**config.mk**
```make
export PLATFORM = sky130hd
export DESIGN_NAME = rie_exc
export DESIGN_NICKNAME = d
export VERILOG_FILES = /design/src/shared/rie_pkg.sv /design/src/design/rie_exc.sv /design/src/design/rie_sync.sv
export SDC_FILE = /design/constraint.sdc
export NUM_CORES = 1
export LEC_CHECK = 0
export BUFFER_PORTS_ARGS = -buffer_cell sky130_fd_sc_hd__buf_2
export CAP_MARGIN = 40
export CORE_ASPECT_RATIO = 1.5
export CORE_MARGIN = 1.5
export CORE_UTILIZATION = 50
export CTS_CLUSTER_SIZE = 25
export DETAILED_ROUTE_END_ITERATION = 12
export PLACE_DENSITY = 0.88
export SLEW_MARGIN = 15
export SYNTH_ARGS = -nofsm -noshare
export SYNTH_HDL_FRONTEND = slang
export SYNTH_SLANG_ARGS = --single-unit
```
**constraint.sdc**
```tcl
create_clock -name clk -period 4.32 [get_ports clk]
set_clock_uncertainty 0.15 [all_clocks]
set_input_delay 0.216 -clock clk [delete_from_list [all_inputs] [get_ports clk]]
set_output_delay 0.216 -clock clk [all_outputs]
set_load 0.01 [all_outputs]
```
**src/shared/rie_pkg.sv**
```systemverilog
// Notes on behaviour
// - reset outranks everything; its vector fetch starts right after reset clears.
// - interrupt vectoring waits for the current instruction or exception to finish.
// - reset pin low stops all processing at once and holds the reset state.
// - reset vectoring starts when the pin returns high after the low period.
// - reset initialises internal state and peripherals and sets the mask bit.
// - program counter loads from the reset vector word at address zero.
// - watchdog counts up once its run bit is written to one.
// - watchdog overflow sets the trip flag and enters the reset state.
// - with trip flag set, next overflow releases reset and vectors as a pin reset.
// - after reset vectoring all interrupts stay masked for the first instruction.
// - twelve external and twenty-one internal request sources are accepted.
// - among pending requests the highest fixed priority is served first.
// - with mask bit set, flags still latch but nothing is accepted.
// - each external pin picks rising or falling edge on its own.
// - group a pins vector 4 to 7, group b shares 8, timers 10 and 11.
// - capture timer's seven requests share vector 16.
// - second timer shares vector 17; clocked serial unit uses vector 19.
// - async serial unit shares 21; conversion end 22; direct transfer 23 lowest.
// - reserved vector locations are never produced.
// - request flags clear on a written zero; a written one does nothing.
// - a source with its enable bit clear never reaches the core.
package rie_pkg;
    localparam int unsigned rie_n_src = 33;
    localparam int unsigned rie_n_ext = 12;
    localparam int unsigned rie_n_grp = 12;
    localparam int unsigned rie_clk_mhz = 200;
    localparam int unsigned rie_vec_w = 16;
    localparam int unsigned rie_wdt_w = 8;

    // source indices, highest priority first
    localparam int unsigned rie_src_grpa = 0;
    localparam int unsigned rie_src_grpb = 4;
    localparam int unsigned rie_src_tima = 12;
    localparam int unsigned rie_src_timb = 13;
    localparam int unsigned rie_src_cap = 14;
    localparam int unsigned rie_src_cmp = 21;
    localparam int unsigned rie_src_csu = 24;
    localparam int unsigned rie_src_asu = 25;
    localparam int unsigned rie_src_adc = 31;
    localparam int unsigned rie_src_dxf = 32;

    localparam logic [15:0] rie_vec_reset = 16'h0000;
    localparam logic [15:0] rie_vec_grpa0 = 16'h0008;
    localparam logic [15:0] rie_vec_grpb = 16'h0010;
    localparam logic [15:0] rie_vec_tima = 16'h0014;
    localparam logic [15:0] rie_vec_timb = 16'h0016;
    localparam logic [15:0] rie_vec_cap = 16'h0020;
    localparam logic [15:0] rie_vec_cmp = 16'h0022;
    localparam logic [15:0] rie_vec_csu = 16'h0026;
    localparam logic [15:0] rie_vec_asu = 16'h002A;
    localparam logic [15:0] rie_vec_adc = 16'h002C;
    localparam logic [15:0] rie_vec_dxf = 16'h002E;
    localparam logic [15:0] rie_vec_step = 16'h0002;

    localparam int unsigned rie_pin_min_cyc = 10;

    typedef enum logic [1:0] {
        rie_st_reset = 2'b00,
        rie_st_rvec = 2'b01,
        rie_st_run = 2'b10,
        rie_st_ivec = 2'b11
    } rie_state_t;

    // request to the core
    typedef struct packed {
        logic vec_req;
        logic is_reset;
        logic [15:0] vec_addr;
        logic [5:0] src_idx;
    } rie_vec_t;
endpackage
```
**src/design/rie_exc.sv**
```systemverilog
`timescale 1ns/1ps
`default_nettype none
module rie_exc #(
    parameter int unsigned wdt_w = rie_pkg::rie_wdt_w
) (
    // clock and power-on reset
    input wire logic clk,
    input wire logic rst,
    // external pins, active low reset
    input wire logic reset_pin_n,
    input wire logic [3:0] edge_pins_group_a,
    input wire logic [7:0] edge_pins_group_b,
    // edge selects, one means rising
    input wire logic [3:0] edge_sel_a,
    input wire logic [7:0] edge_sel_b,
    // per-source enables and peripheral request pulses
    input wire logic [rie_pkg::rie_n_src-1:0] src_enable,
    input wire logic [rie_pkg::rie_n_src-rie_pkg::rie_n_ext-1:0] periph_req,
    // flag write port: a zero bit clears
    input wire logic flag_wr,
    input wire logic [rie_pkg::rie_n_src-1:0] flag_wdata,
    // watchdog control
    input wire logic watchdog_run_wr,
    input wire logic watchdog_run_bit,
    input wire logic watchdog_tick,
    // core side
    input wire logic instr_boundary,
    input wire logic vec_ack,
    input wire logic mask_wr,
    input wire logic mask_wdata,
    output rie_pkg::rie_vec_t vec_out,
    output logic push_pc_ccr,
    output logic core_reset,
    output logic periph_reset,
    output logic cc_mask,
    // status
    output logic [rie_pkg::rie_n_src-1:0] req_flags,
    output logic [wdt_w-1:0] watchdog_count,
    output logic watchdog_trip_flag,
    output logic watchdog_run
);
    initial begin
        if (wdt_w < 2 || wdt_w > 16) begin
            $error("rie_exc: wdt_w out of range");
        end
    end

    localparam int unsigned n_src = rie_pkg::rie_n_src;
    localparam int unsigned n_ext = rie_pkg::rie_n_ext;

    rie_pkg::rie_state_t state;
    logic reset_pin_lvl;
    logic [n_ext-1:0] ext_lvl;
    logic [n_ext-1:0] ext_prev;
    logic [n_ext-1:0] ext_sel;
    logic [n_ext-1:0] ext_hit;
    logic [n_src-1:0] set_vec;
    logic [n_src-1:0] pend;
    logic any_pend;
    logic [5:0] win;
    logic [15:0] win_vec;
    logic wdt_ovf;
    logic in_reset;
    logic first_instr;

    rie_sync #(.width(1), .init(1'b0)) u_sync_rst (
        .clk(clk),
        .rst(rst),
        .pin(reset_pin_n),
        .level(reset_pin_lvl)
    );

    rie_sync #(.width(n_ext), .init('1)) u_sync_ext (
        .clk(clk),
        .rst(rst),
        .pin({edge_pins_group_b, edge_pins_group_a}),
        .level(ext_lvl)
    );

    assign ext_sel = {edge_sel_b, edge_sel_a};

    // edge detect; the previous level is held in reset too so no false edge
    always_ff @(posedge clk or posedge rst) begin
        if (rst) begin
            ext_prev <= '1;
        end else begin
            ext_prev <= ext_lvl;
        end
    end

    genvar i;
    generate
        for (i = 0; i < n_ext; i++) begin : g_edge
            assign ext_hit[i] = ext_sel[i] ? (ext_lvl[i] & ~ext_prev[i])
                : (~ext_lvl[i] & ext_prev[i]);
        end
    endgenerate

    assign set_vec = {periph_req, ext_hit};

    // reset state held by the pin or by a watchdog trip
    assign in_reset = ~reset_pin_lvl
        | (watchdog_trip_flag & ~wdt_ovf & (state == rie_pkg::rie_st_reset));

    // request flags: set wins over a clear in the same cycle
    always_ff @(posedge clk or posedge rst) begin
        if (rst) begin
            req_flags <= '0;
        end else if (state == rie_pkg::rie_st_reset) begin
            req_flags <= '0;
        end else if (flag_wr) begin
            req_flags <= (req_flags & flag_wdata) | set_vec;
        end else begin
            req_flags <= req_flags | set_vec;
        end
    end

    assign pend = req_flags & src_enable;

    // fixed priority: lowest index wins
    always_comb begin
        win = 6'h00;
        any_pend = 1'b0;
        for (int k = n_src - 1; k >= 0; k--) begin
            if (pend[k]) begin
                win = 6'(k);
                any_pend = 1'b1;
            end
        end
    end

    // vector table; shared groups map to one entry
    always_comb begin
        if (win < 6'(rie_pkg::rie_src_grpb)) begin
            win_vec = rie_pkg::rie_vec_grpa0
                + 16'(win) * rie_pkg::rie_vec_step;
        end else if (win < 6'(rie_pkg::rie_src_tima)) begin
            win_vec = rie_pkg::rie_vec_grpb;
        end else if (win == 6'(rie_pkg::rie_src_tima)) begin
            win_vec = rie_pkg::rie_vec_tima;
        end else if (win == 6'(rie_pkg::rie_src_timb)) begin
            win_vec = rie_pkg::rie_vec_timb;
        end else if (win < 6'(rie_pkg::rie_src_cmp)) begin
            win_vec = rie_pkg::rie_vec_cap;
        end else if (win < 6'(rie_pkg::rie_src_csu)) begin
            win_vec = rie_pkg::rie_vec_cmp;
        end else if (win == 6'(rie_pkg::rie_src_csu)) begin
            win_vec = rie_pkg::rie_vec_csu;
        end else if (win < 6'(rie_pkg::rie_src_adc)) begin
            win_vec = rie_pkg::rie_vec_asu;
        end else if (win == 6'(rie_pkg::rie_src_adc)) begin
            win_vec = rie_pkg::rie_vec_adc;
        end else begin
            win_vec = rie_pkg::rie_vec_dxf;
        end
    end

    // watchdog run bit
    always_ff @(posedge clk or posedge rst) begin
        if (rst) begin
            watchdog_run <= 1'b0;
        end else if (~reset_pin_lvl) begin
            watchdog_run <= 1'b0;
        end else if (watchdog_run_wr) begin
            watchdog_run <= watchdog_run_bit;
        end
    end

    assign wdt_ovf = watchdog_run & watchdog_tick & (&watchdog_count);

    // watchdog counter keeps running through its own reset
    always_ff @(posedge clk or posedge rst) begin
        if (rst) begin
            watchdog_count <= '0;
        end else if (~reset_pin_lvl) begin
            watchdog_count <= '0;
        end else if (watchdog_run & watchdog_tick) begin
            watchdog_count <= watchdog_count + 1'b1;
        end
    end

    // trip flag
    always_ff @(posedge clk or posedge rst) begin
        if (rst) begin
            watchdog_trip_flag <= 1'b0;
        end else if (~reset_pin_lvl) begin
            watchdog_trip_flag <= 1'b0;
        end else if (wdt_ovf & ~watchdog_trip_flag) begin
            watchdog_trip_flag <= 1'b1;
        end else if (wdt_ovf & watchdog_trip_flag) begin
            watchdog_trip_flag <= 1'b0;
        end
    end

    // exception sequencer
    always_ff @(posedge clk or posedge rst) begin
        if (rst) begin
            state <= rie_pkg::rie_st_reset;
        end else if (~reset_pin_lvl) begin
            state <= rie_pkg::rie_st_reset;
        end else if (wdt_ovf & ~watchdog_trip_flag) begin
            state <= rie_pkg::rie_st_reset;
        end else begin
            case (state)
                rie_pkg::rie_st_reset: begin
                    if (~in_reset) begin
                        state <= rie_pkg::rie_st_rvec;
                    end
                end
                rie_pkg::rie_st_rvec: begin
                    if (vec_ack) begin
                        state <= rie_pkg::rie_st_run;
                    end
                end
                rie_pkg::rie_st_run: begin
                    if (instr_boundary & any_pend & ~cc_mask
                        & ~first_instr) begin
                        state <= rie_pkg::rie_st_ivec;
                    end
                end
                rie_pkg::rie_st_ivec: begin
                    if (vec_ack) begin
                        state <= rie_pkg::rie_st_run;
                    end
                end
                default: begin
                    state <= rie_pkg::rie_st_reset;
                end
            endcase
        end
    end

    // first instruction after reset always runs unmasked by nothing
    always_ff @(posedge clk or posedge rst) begin
        if (rst) begin
            first_instr <= 1'b1;
        end else if (state == rie_pkg::rie_st_reset) begin
            first_instr <= 1'b1;
        end else if (state == rie_pkg::rie_st_run && instr_boundary) begin
            first_instr <= 1'b0;
        end
    end

    // mask bit
    always_ff @(posedge clk or posedge rst) begin
        if (rst) begin
            cc_mask <= 1'b1;
        end else if (state == rie_pkg::rie_st_reset
            || state == rie_pkg::rie_st_rvec) begin
            cc_mask <= 1'b1;
        end else if (state == rie_pkg::rie_st_ivec) begin
            cc_mask <= 1'b1;
        end else if (mask_wr) begin
            cc_mask <= mask_wdata;
        end
    end

    // vector output, latched on entry and held until acknowledged
    always_ff @(posedge clk or posedge rst) begin
        if (rst) begin
            vec_out <= '0;
        end else if (state == rie_pkg::rie_st_reset) begin
            vec_out <= '0;
            if (~in_reset && reset_pin_lvl
                && !(wdt_ovf & ~watchdog_trip_flag)) begin
                vec_out.vec_req <= 1'b1;
                vec_out.is_reset <= 1'b1;
                vec_out.vec_addr <= rie_pkg::rie_vec_reset;
            end
        end else if (vec_ack) begin
            vec_out.vec_req <= 1'b0;
        end else if (state == rie_pkg::rie_st_run && ~reset_pin_lvl) begin
            vec_out <= '0;
        end else if (state == rie_pkg::rie_st_run && instr_boundary
            && any_pend && ~cc_mask && ~first_instr
            && reset_pin_lvl && !wdt_ovf) begin
            vec_out.vec_req <= 1'b1;
            vec_out.is_reset <= 1'b0;
            vec_out.vec_addr <= win_vec;
            vec_out.src_idx <= win;
        end
    end

    // push strobe for the interrupt entry
    always_ff @(posedge clk or posedge rst) begin
        if (rst) begin
            push_pc_ccr <= 1'b0;
        end else begin
            push_pc_ccr <= state == rie_pkg::rie_st_run && instr_boundary
                && any_pend && ~cc_mask && ~first_instr
                && reset_pin_lvl && !wdt_ovf;
        end
    end

    // resets out
    always_ff @(posedge clk or posedge rst) begin
        if (rst) begin
            core_reset <= 1'b1;
            periph_reset <= 1'b1;
        end else begin
            core_reset <= in_reset
                | (wdt_ovf & ~watchdog_trip_flag);
            periph_reset <= in_reset
                | (wdt_ovf & ~watchdog_trip_flag);
        end
    end
endmodule
`default_nettype wire

```
**src/design/rie_sync.sv**
```systemverilog
`timescale 1ns/1ps
`default_nettype none
// three-stage pin synchroniser; output moves when stages two and three agree
module rie_sync #(
    parameter int unsigned width = 1,
    parameter logic [width-1:0] init = '0
) (
    // clock and reset
    input wire logic clk,
    input wire logic rst,
    // pins
    input wire logic [width-1:0] pin,
    output logic [width-1:0] level
);
    logic [width-1:0] s1;
    logic [width-1:0] s2;
    logic [width-1:0] s3;

    always_ff @(posedge clk or posedge rst) begin
        if (rst) begin
            s1 <= init;
            s2 <= init;
            s3 <= init;
        end else begin
            s1 <= pin;
            s2 <= s1;
            s3 <= s2;
        end
    end

    genvar i;
    generate
        for (i = 0; i < width; i++) begin : g_bit
            always_ff @(posedge clk or posedge rst) begin
                if (rst) begin
                    level[i] <= init[i];
                end else if (s2[i] == s3[i]) begin
                    level[i] <= s3[i];
                end
            end
        end
    endgenerate
endmodule
`default_nettype wire

```
==> key figures, run 1 <==
Route
  • 1st-pass router iterations: 9
  • Drt total wl: between 15000 and 20000 um
  • DRC violations left: 0
  • Post-route ant nets: 0
  • Drt first-iter violations: ~350
  • DR vias/cell: 5.68
  • DR WL/cell: 18.6 um
  • Via count: 5257

GRT
  • Largest net degree at the start of global routing: between 60 and 70
  • Initial antenna violation count: 1
  • Met1 Usage GRT: around 33%
  • Met2 GRT Util: 52.2%
  • Total Routing Usage GR: around 31%
  • GR Overflow Total: 0
  • Vias in the first global route: between 5000 and 6000
  • First-pass GRT wire length: between 20000 and 30000 um
  • Met3 Usage GRT: about a tenth
  • GR peak layer: met2

Critical path
  • Top delay family on crit path: compound AO/OA/AOI/OAI gates
  • Slowest-stage cell, CP: a22oi_1
  • Worst Setup SP: req_flags[23]
  • Reg-to-Reg Start: req_flags[23]
  • Reg2reg end: vec_out[8]
  • Max incr delay on CP: 470 ps
  • CP Launch Type: register
  • CP most frequent cell: inv_1
  • CP cell instances: a22oi_1 > nand2_1 > o21ai_0 > a31oi_1 > o211ai_1 > inv_1 > ha_1 > inv_1 > nor2_1 > nand3_1 > and3_1 > o221ai_1
  • Worst Path Arrival: 3170 ps
  • Critical Path End: vec_out[8]
  • Number of cells on the worst reg-to-reg path: 12
  • Max FO, Critical Path: 5
  • WS Path Type: reg2reg
  • R2r setup slk: between 1000 and 1500 ps
  • Crit path required time: roughly 4400 ps
  • CP Buf/Inv Count: 2
  • Critical Path Stages: 12
  • Worst setup EP type: register

Power and ir drop
  • LEAKAGE: around 3.8 nW
  • Sw Pwr: 0.00111 W
  • IR drop worst, VDD: between 0.4 and 0.5 mV
  • Sw Ratio: 30.3%
  • Comb power frac: between 20% and 30%
  • Clock Power Share: about two fifths
  • Internal: ~0.0026 W
  • Sequential cell fraction of total power: 39.7%
  • Pwr dens: between 400 and 500 nW/um2

Timing
  • Minimum clock period: ~3000 ps
  • Slew margin rel.: roughly half
  • Fmax: approximately 330 MHz
  • Slew Viols, Final: 0
  • Final setup violation count: 0
  • Period utilization: 70.5%
  • Hold Vio Cnt, Final: 0
  • Least-Margin Pin Slew: around 740 ps
  • RSZ-0062 raised after global routing: no
  • Final setup TNS: 0 ps
  • Fin Hold WS: 19.4 ps

Clocking
  • Post-cts resize count: 0
  • Clock buffer depth: 2
  • H-tree levels: 4
  • Post-CTS setup buffers: 0
  • CTS tree: yes
  • Total clock sinks: about 130
  • Worst-path clk slew: roughly 60 ps
  • Clk Latency, worst-skew pair: approximately 420 ps
  • Hold Buf Count CTS: 69
  • TritonCTS buffer count: 17
  • CTS root buf: clkbuf_16

Floorplanning
  • CORE AREA: roughly 11000 um2
  • Top Ports: ~190
  • Die ar.: roughly 12000 um2
  • Die Span Y: about 130 um
  • Initial Util: around half
  • Core Rows: 46
  • Die width: about 90 um

Synth
  • Yosys reg bits: 128
  • Top_reg_cell synth: dfrtp_1
  • Asr flop ratio synth: between 90% and 100%
  • Count of cell types in the netlist: 58
  • Cell Area, Synth: between 5000 and 6000 um2
  • Ys Warns: 0
  • Cells after Synth: roughly 500
  • Synth top area cells: dfstp_2 30%, dfrtp_1 29%, a21oi_1 4.7%, o21ai_0 4.2%, nand2_1 3.5%
  • Sequential element share of the synthesized area: approximately three fifths
  • Cell taking the most area after synthesis: dfstp_2
  • Avg Inst Size Synth: roughly 11 um2
  • Synth top area share: 30.0%
  • Number of synthesized flops with an enable pin: 0

Placement
  • I/O Buffers: ~180
  • Dpl hpwl: between 10000 and 15000 um
  • Routability cong.: 1.02

Final layout
  • Area Overhead vs Synth: 42.4%
  • Nets@finish: 893
  • Share of cells above drive strength 1: around two fifths
  • FILL cells: roughly 670
  • Most frequent cells in the layout: 183 x buf_2, 69 x dlygate4sd3_1, 65 x dfrtp_1, 63 x dfstp_2
  • Most common cell after layout, fill and taps aside: buf_2

Status
  • Status: finished, final reports clean

Worst hold path
  • Hold crit path type: in2reg

Flow run
  • Max Cap Viol: 0
cells in the mapped netlist, types with 3 or more instances:
cell type / n
a21boi_0: 4
a21oi_1: 52
a22o_1: 10
a22oi_1: 11
a31oi_1: 4
a32o_1: 4
a32oi_1: 3
and2_1: 10
buf_4: 10
clkbuf_1: 10
dfrtp_1: 65
dfstp_2: 63
ha_1: 5
inv_1: 29
maj3_1: 13
nand2_1: 52
nand3_1: 6
nand3_2: 3
nor2_1: 38
nor2b_1: 3
nor3_1: 5
o21ai_0: 46
o21ai_1: 5
o31ai_1: 3
or3_1: 4
xnor2_1: 6
cell families (layout without fill, tap and decap cells):
| family | after synthesis | after routing | synth area share (%) |
|---|---|---|---|
| multiplexers | 2 | 2 | 0.362 |
| XOR/XNOR | 6 | 6 | 0.952 |
| other | 1 | 11 | 0.0679 |
| AO/OA/AOI/OAI | 165 | 165 | 19.6 |
| adder cells (fa/ha/maj) | 18 | 18 | 3.49 |
| buffers and inverters | 50 | 317 | 4.21 |
| flip-flops | 128 | 128 | 59.4 |
| AND/OR/NAND/NOR | 134 | 134 | 11.9 |
how the worst min path moves through the flow:
stage / startpoint / endpoint / slack (ps) / cells after the start
floorplan: edge_pins_group_a[0] / u_sync_ext.s1[0] / 70 / 0
global placement: edge_pins_group_b[5] / u_sync_ext.s1[9] / 170 / 1
detailed placement: edge_pins_group_b[2] / u_sync_ext.s1[6] / 170 / 1
CTS: flag_wdata[26] / req_flags[26] / 1 / 3
global route: edge_sel_b[7] / req_flags[11] / 10 / 4
finish: edge_sel_b[7] / req_flags[11] / 20 / 4
power by group through the flow:
stage | logic, W | registers [W] | clock network, W
after floorplan | 0.000417 | 0.00146 | 0
after CTS | 0.000760 | 0.00145 | 0.00143
after global routing | 0.000862 | 0.00147 | 0.00149
final | 0.000797 | 0.00146 | 0.00141
after global placement | 0.000640 | 0.00146 | 0
after detailed placement | 0.000680 | 0.00147 | 0
sequential cells by signal, summed over array words and instances, names as in the netlist, 2 cells and up:
register          cells
u_sync_ext.s2        12
vec_out              15
u_sync_ext.s3        12
watchdog_count        8
u_sync_ext.level     12
ext_prev             12
req_flags            33
state                 2
u_sync_ext.s1        12
layer usage:
layer | part of all wire (%) | up-vias
li1 | - | 2304
met1 | 34 | 2522
met2 | 53 | 319
met3 | 6.8 | 112
met4 | 6.3 | 0
met5 | 0 | -
tightest hold or removal path: cells and delay by family:
kind / cells / cell delay [ps]
AO/OA/AOI/OAI: 2 / 200
buffers and inverters: 1 / 90
AND/OR/NAND/NOR: 1 / 30
cell type report:
type / count / area, um2 / share of cell area [%]
multi-input combinational: 334 / 2040 / 25.9
antenna: 2 / 5.00 / 0.0636
sequential: 128 / 3280 / 41.7
clock buffer: 20 / 457 / 5.81
timing repair buffer: 256 / 1660 / 21.1
tap: 144 / 180 / 2.29
clock inverter: 12 / 133 / 1.69
inverter: 29 / 111 / 1.42
per-stage QoR:
stage / area, um2 / util, % / setup slack (ps) / std cells / power, W
2_1_floorplan: 5550 / - / 646 / 512 / 0.00188
3_3_place_gp: 6550 / 61.5 / 1710 / 821 / 0.00210
3_5_place_dp: 6580 / 61.8 / 1420 / 822 / 0.00215
4_1_cts: 7860 / 73.8 / 1370 / 923 / 0.00364
5_1_grt: 7870 / 73.9 / 1040 / 925 / 0.00382
6_report: 7870 / 73.9 / 1270 / 925 / 0.00367
(Power assumes the default switching activity.)
==> run 2: changes to the inputs <==
--- a/config.mk
+++ b/config.mk
@@ -9,10 +9,10 @@
 export CAP_MARGIN = 40
 export CORE_ASPECT_RATIO = 1.5
 export CORE_MARGIN = 1.5
-export CORE_UTILIZATION = 50
+export CORE_UTILIZATION = 45
 export CTS_CLUSTER_SIZE = 25
 export DETAILED_ROUTE_END_ITERATION = 12
-export PLACE_DENSITY = 0.88
+export PLACE_DENSITY = 0.84
 export SLEW_MARGIN = 15
 export SYNTH_ARGS = -nofsm -noshare
 export SYNTH_HDL_FRONTEND = slang
==> constraint.sdc (replaced) <==
create_clock -name clk -period 2.6 [get_ports clk]
set_clock_uncertainty 0.15 [all_clocks]
set_input_delay 0.13 -clock clk [delete_from_list [all_inputs] [get_ports clk]]
set_output_delay 0.13 -clock clk [all_outputs]
set_load 0.01 [all_outputs]
==> key figures, run 2 (synthesis results as in run 1) <==
Floorplanning
  • Top Ports: 193 (unchanged)
  • Die Span Y: 139 um (+5.3%)
  • CORE AREA: 12000 um2 (+12%)
  • Initial Util: 46.2% (-5.7 points)
  • Core Rows: 49 (+6.5%)
  • Die width: 93.5 um (+5.2%)
  • Die ar.: 13000 um2 (+11%)

Clocking
  • Total clock sinks: 128 (unchanged)
  • Clock buffer depth: 2 (unchanged)
  • Worst-path clk slew: 60 ps (about the same)
  • CTS root buf: clkbuf_16
  • CTS tree: yes
  • TritonCTS buffer count: 17 (unchanged)
  • H-tree levels: 4 (unchanged)
  • Clk Latency, worst-skew pair: 410 ps (about the same)

Timing
  • Least-Margin Pin Slew: 660 ps (-76.9 ps)
  • Final setup TNS: 0 ps (unchanged)
  • Hold Vio Cnt, Final: 0 (unchanged)
  • Period utilization: 97.3% (+27 points)
  • Fmax: 395 MHz (+20%)
  • Minimum clock period: 2530 ps (-516 ps)
  • Slew margin rel.: 56.0% (+5.5 points)
  • Final setup violation count: 0 (unchanged)
  • RSZ-0062 raised after global routing: yes
  • Slew Viols, Final: 0 (unchanged)

Critical path
  • Number of cells on the worst reg-to-reg path: 11 (-1)
  • Crit path required time: 2730 ps (-1710 ps)
  • CP Launch Type: register
  • Worst Path Arrival: 2660 ps (-510 ps)
  • CP most frequent cell: nor2_1
  • Critical Path Stages: 11 (-1)
  • Top delay family on crit path: compound AO/OA/AOI/OAI gates
  • Slowest-stage cell, CP: dfrtp_1
  • Reg2reg end: vec_out[7]
  • Reg-to-Reg Start: req_flags[27]
  • R2r setup slk: 70 ps (-1200 ps)
  • Worst setup EP type: register
  • Max incr delay on CP: 410 ps (-60 ps)
  • WS Path Type: reg2reg
  • CP cell instances: a22o_4 > buf_4 > nor4b_4 > nor2_1 > nor2_1 > nor2_2 > inv_1 > ha_2 > nor2_1 > o31ai_1 > o21ai_1
  • Max FO, Critical Path: 8 (+3)
  • CP Buf/Inv Count: 2 (unchanged)

Route
  • Via count: 5343 (+1.6%)
  • DR WL/cell: 18.1 um (-2.8%)
  • Drt first-iter violations: 294 (-16%)
  • DR vias/cell: 5.57 (-2.1%)
  • Drt total wl: 17400 um (+0.93%)
  • Post-route ant nets: 0 (unchanged)
  • 1st-pass router iterations: 5 (-4)
  • DRC violations left: 0 (unchanged)

Power and ir drop
  • Clock Power Share: 36.8% (-1.8 points)
  • IR drop worst, VDD: 0.597 mV (+38%)
  • Internal: 0.00427 W (+67%)
  • Sequential cell fraction of total power: 38.7% (-1.0 points)
  • Sw Pwr: 0.00198 W (+79%)
  • Sw Ratio: 31.7% (+1.4 points)
  • Pwr dens: 764 nW/um2 (+64%)
  • LEAKAGE: 3.92 nW (+4.3%)
  • Comb power frac: 24.5% (+2.8 points)

Final layout
  • Most common cell after layout, fill and taps aside: buf_2
  • Area Overhead vs Synth: 48.3%
  • Share of cells above drive strength 1: 40.4% (+1.9 points)
  • Most frequent cells in the layout: 183 x buf_2, 85 x dlygate4sd3_1, 65 x dfrtp_1, 63 x dfstp_2
  • Nets@finish: 920 (+3.0%)
  • FILL cells: 870 (+30%)
  • Top reg by flops: req_flags
  • Number of flip-flops in the largest register: 33 (unchanged)
  • Final instance area: 8190 um2 (+4.1%)
  • Largest registers: req_flags x33, vec_out x15

GRT
  • First-pass GRT wire length: 27400 um (+0.23%)
  • Vias in the first global route: 5639 (-1.3%)
  • Largest net degree at the start of global routing: 129 (+95%)
  • Initial antenna violation count: 2 (+1)
  • Total Routing Usage GR: 27.4% (-3.8 points)
  • GR Overflow Total: 0 (unchanged)

Flow run
  • Max Cap Viol: 0 (unchanged)

Status
  • Status: finished, final reports clean

Worst hold path
  • Hold crit path type: in2reg
  • End of the worst hold path: req_flags[7]
  • Hold path depth: 4 (unchanged)
  • Hold_sp: edge_sel_b[3]

Placement
  • Area after DPL: 6620 um2 (+0.53%)
  • Dpl hpwl: 10900 um (-1.9%)
  • Routability cong.: 0.967 (-5.5%)
  • I/O Buffers: 183 (unchanged)
-- run 2: cell types whose count changed in the layout (fill, tap and decap cells not counted), sizes merged, moves of 2 or more --
cell	delta
dlygate4sd3	+16
buf	+11
inv	+5
clkbuf	-2
-- run 2: what timing repair did --
item	4_1_cts	5_1_grt
hold buffers	85	0
cloned	0	0
pin swaps	0	8
resized for setup	1	21
hold endpoints to repair	118	0
buffers inserted	0	7
setup endpoints to repair	1	4
-- run 2: routing by layer --
metal  GRT usage [%]  up-vias  routed length, um
li1                -     2356                  -
met1            29.4     2619               6020
met2            48.6      280               9310
met3            6.69       86               1150
met4            14.5        2                909
met5               0        -                 13
-- run 2: layout make-up --
class                      count  area, um2  share of cell area [%]
antenna                        1       2.50                  0.0306
clock buffer                  18        429                    5.24
clock inverter                14        145                    1.77
inverter                      29        115                    1.41
multi-input combinational    334       2130                    26.0
sequential                   128       3280                    40.1
tap                          153        191                    2.34
timing repair buffer         283       1890                    23.1
-- run 2: worst reg2reg max path, stage by stage, from the launching register on --
cell and delay [ps]:
dfrtp_1 410, a22o_4 280, buf_4 140, nor4b_4 280
nor2_1 100, nor2_1 120, nor2_2 60, inv_1 110
ha_2 270, nor2_1 100, o31ai_1 280, o21ai_1 110
-- run 2: metrics by stage --
step	hold WS [ps]	cells	utilization, %	setup slack [ps]	total power, W
floorplan	-15.5	512	-	164	0.00312
global placement	84.7	835	55.3	166	0.00353
detailed placement	86.2	835	55.3	8.70	0.00360
CTS	16.9	952	67.3	7.01	0.00610
global route	34.6	960	68.5	-82.0	0.00653
finish	10.9	960	68.5	69.8	0.00626
-- run 2: worst max path at each step --
stage	from	slack [ps]	end
floorplan	req_flags[23]	160	vec_out[7]
global placement	req_flags[21]	170	vec_out[8]
detailed placement	req_flags[21]	9	vec_out[8]
CTS	req_flags[25]	7	vec_out[8]
global route	req_flags[30]	-80	vec_out[7]
finish	req_flags[27]	70	vec_out[7]
-- run 2: power groups by stage --
stage / clock (W) / sequential (W) / combinational, W
floorplan: 0 / 0.00243 / 0.000693
global placement: 0 / 0.00241 / 0.00112
detailed placement: 0 / 0.00244 / 0.00117
CTS: 0.00234 / 0.00241 / 0.00136
global route: 0.00242 / 0.00245 / 0.00166
finish: 0.00230 / 0.00242 / 0.00153
==> run 3: changes to the inputs <==
--- a/config.mk
+++ b/config.mk
@@ -7,12 +7,14 @@
 export LEC_CHECK = 0
 export BUFFER_PORTS_ARGS = -buffer_cell sky130_fd_sc_hd__buf_2
 export CAP_MARGIN = 40
+export CELL_PAD_IN_SITES_DETAIL_PLACEMENT = 1
+export CELL_PAD_IN_SITES_GLOBAL_PLACEMENT = 2
 export CORE_ASPECT_RATIO = 1.5
 export CORE_MARGIN = 1.5
-export CORE_UTILIZATION = 45
+export CORE_UTILIZATION = 27
 export CTS_CLUSTER_SIZE = 25
 export DETAILED_ROUTE_END_ITERATION = 12
-export PLACE_DENSITY = 0.84
+export PLACE_DENSITY = 0.83
 export SLEW_MARGIN = 15
 export SYNTH_ARGS = -nofsm -noshare
 export SYNTH_HDL_FRONTEND = slang
==> key figures, run 3 (synthesis results as in run 1) <==
Clocking
  • Worst-path clk slew: 60 ps (about the same)
  • Total clock sinks: 128 (unchanged)
  • Clk Latency, worst-skew pair: 420 ps (about the same)
  • CTS tree: yes
  • CTS root buf: clkbuf_16
  • H-tree levels: 4 (unchanged)
  • TritonCTS buffer count: 17 (unchanged)
  • Clock buffer depth: 2 (unchanged)

Critical path
  • Reg-to-Reg Start: req_flags[27]
  • Reg2reg end: vec_out[8]
  • Critical Path Stages: 12 (+1)
  • Crit path required time: 2780 ps (+50 ps)
  • Critical Path End: vec_out[8]
  • Worst Setup SP: req_flags[27]
  • Worst Path Arrival: 2620 ps (-40 ps)
  • Number of cells on the worst reg-to-reg path: 12 (+1)
  • Slowest-stage cell, CP: dfrtp_2
  • Max incr delay on CP: 440 ps (+30 ps)
  • Worst setup EP type: register
  • CP cell instances: a22o_4 > a211oi_2 > o21ai_2 > a31oi_1 > o211ai_1 > inv_1 > ha_2 > inv_2 > nor2_1 > nand3_1 > and3_4 > o221ai_2
  • Top delay family on crit path: compound AO/OA/AOI/OAI gates
  • WS Path Type: reg2reg
  • R2r setup slk: 160 ps (+90 ps)
  • CP Buf/Inv Count: 2 (unchanged)
  • CP Launch Type: register
  • Max FO, Critical Path: 5 (-3)

Route
  • Post-route ant nets: 0 (unchanged)
  • Drt total wl: 17800 um (+2.4%)
  • Drt first-iter violations: 145 (-51%)
  • DR vias/cell: 4.66 (-16%)
  • Via count: 5010 (-6.2%)
  • DRC violations left: 0 (unchanged)
  • 1st-pass router iterations: 4 (-1)
  • DR WL/cell: 16.6 um (-8.6%)

Power and ir drop
  • Comb power frac: 23.4% (-1.1 points)
  • LEAKAGE: 3.95 nW (+0.85%)
  • Sw Ratio: 30.1% (-1.6 points)
  • Internal: 0.00444 W (+3.9%)
  • Pwr dens: 758 nW/um2 (-0.78%)
  • Sw Pwr: 0.00191 W (-3.5%)
  • IR drop worst, VDD: 0.516 mV (-14%)
  • Total power: 0.00636 W (+1.6%)
  • Sequential cell fraction of total power: 37.7% (-1.0 points)
  • Clock Power Share: 38.9% (+2.1 points)

GRT
  • First-pass GRT wire length: 28200 um (+2.9%)
  • Total Routing Usage GR: 17.4% (-10 points)
  • Largest net degree at the start of global routing: 129 (unchanged)
  • Vias in the first global route: 5439 (-3.5%)
  • Initial antenna violation count: 4 (+2)
  • GR Overflow Total: 0 (unchanged)

Timing
  • Slew margin rel.: 55.1% (-0.86 points)
  • Fin Hold WS: 13.5 ps (+2.59 ps)
  • Least-Margin Pin Slew: 673 ps (+12.9 ps)
  • Slew Viols, Final: 0 (unchanged)
  • RSZ-0062 raised after global routing: no
  • Final setup violation count: 0 (unchanged)
  • Period utilization: 93.9% (-3.4 points)
  • Final setup TNS: 0 ps (unchanged)
  • Minimum clock period: 2440 ps (-88.5 ps)
  • Fmax: 410 MHz (+3.6%)
  • Hold Vio Cnt, Final: 0 (unchanged)

Floorplanning
  • CORE AREA: 19900 um2 (+67%)
  • Die width: 120 um (+28%)
  • Top Ports: 193 (unchanged)
  • Core Rows: 63 (+29%)
  • Die Span Y: 178 um (+28%)
  • Initial Util: 27.7% (-19 points)
  • Die ar.: 21300 um2 (+65%)

Placement
  • I/O Buffers: 183 (unchanged)
  • Dpl hpwl: 12700 um (+17%)
  • Routability cong.: 0.823 (-15%)

Final layout
  • Largest registers: req_flags x33, vec_out x15
  • Fin util: 42.0% (-26 points)
  • Nets@finish: 925 (+0.54%)
  • Most frequent cells in the layout: 183 x buf_2, 86 x dlygate4sd3_1, 64 x dfrtp_1, 63 x dfstp_2
  • Area Overhead vs Synth: 51.8%
  • Share of cells above drive strength 1: 40.7% (+0.24 points)
  • Top reg by flops: req_flags
  • Number of flip-flops in the largest register: 33 (unchanged)
  • Most common cell after layout, fill and taps aside: buf_2

Worst hold path
  • Hold crit path type: in2reg
  • Hold_sp: edge_sel_b[3]

Status
  • Status: finished, final reports clean

Flow run
  • Max Cap Viol: 0 (unchanged)
[run 3: changes by cell type in the layout (fill, tap and decap cells not counted), sizes merged]
cell | previous run | this run
buf | 198 | 202
bufinv | 1 | 3
diode | 1 | 5
dlygate4sd3 | 85 | 86
inv | 36 | 34
[run 3: layout make-up]
cell class                 count  area [um2]
fill                        2229       11600
sequential                   128        3280
multi-input combinational    334        2110
timing repair buffer         288        1930
clock buffer                  18         429
tap                          260         325
clock inverter                14         176
inverter                      29         113
antenna                        5        12.5
[run 3: power by group through the flow]
stage	Sequential [W]	Clock [W]	Combinational (W)
3_5_place_dp	0.00243	0	0.00127
6_report	0.00240	0.00247	0.00149
2_1_floorplan	0.00243	0	0.000693
4_1_cts	0.00239	0.00255	0.00147
5_1_grt	0.00243	0.00264	0.00165
3_3_place_gp	0.00241	0	0.00125
[run 3: how the worst min path moves through the flow]
stage                     cells after the start                to  slack [ps]
after floorplan                               0  u_sync_ext.s1[0]         -20
after global placement                        1  u_sync_ext.s1[6]          80
after detailed placement                      1  u_sync_ext.s1[6]          90
after CTS                                     5      req_flags[7]           2
after global routing                          4        vec_out[1]          40
final                                         5      req_flags[7]          10
[run 3: stage by stage]
stage	std cells	setup slack [ps]	instance area, um2
detailed placement	952	-54.1	6830
global placement	952	36.8	6830
finish	1076	158	8380
floorplan	512	164	5560
global route	1074	4.36	8380
CTS	1071	1.95	8300
[run 3: timing repair]
action | 4_1_cts | 5_1_grt
buffers inserted | 1 | 0
hold buffers | 86 | 0
pin swaps | 1 | 4
endpoints found under the setup margin | 1 | 4
resized for setup | 1 | 16
endpoints found under the hold margin | 122 | 0
[run 3: worst min-delay path: cells and delay by family]
family,cells,cell delay [ps]
AO/OA/AOI/OAI,2,200
buffers and inverters,1,90
AND/OR/NAND/NOR,2,130
[run 3: layer usage]
layer | global-route usage (%) | wire length (um) | up-vias | part of all wire [%]
met5 | 0 | 12 | - | 0.067
met4 | 9.97 | 756 | 2 | 4.2
met1 | 19.0 | 6940 | 2448 | 39
met3 | 4.70 | 887 | 45 | 5.0
met2 | 30.3 | 9230 | 146 | 52
li1 | - | - | 2369 | -
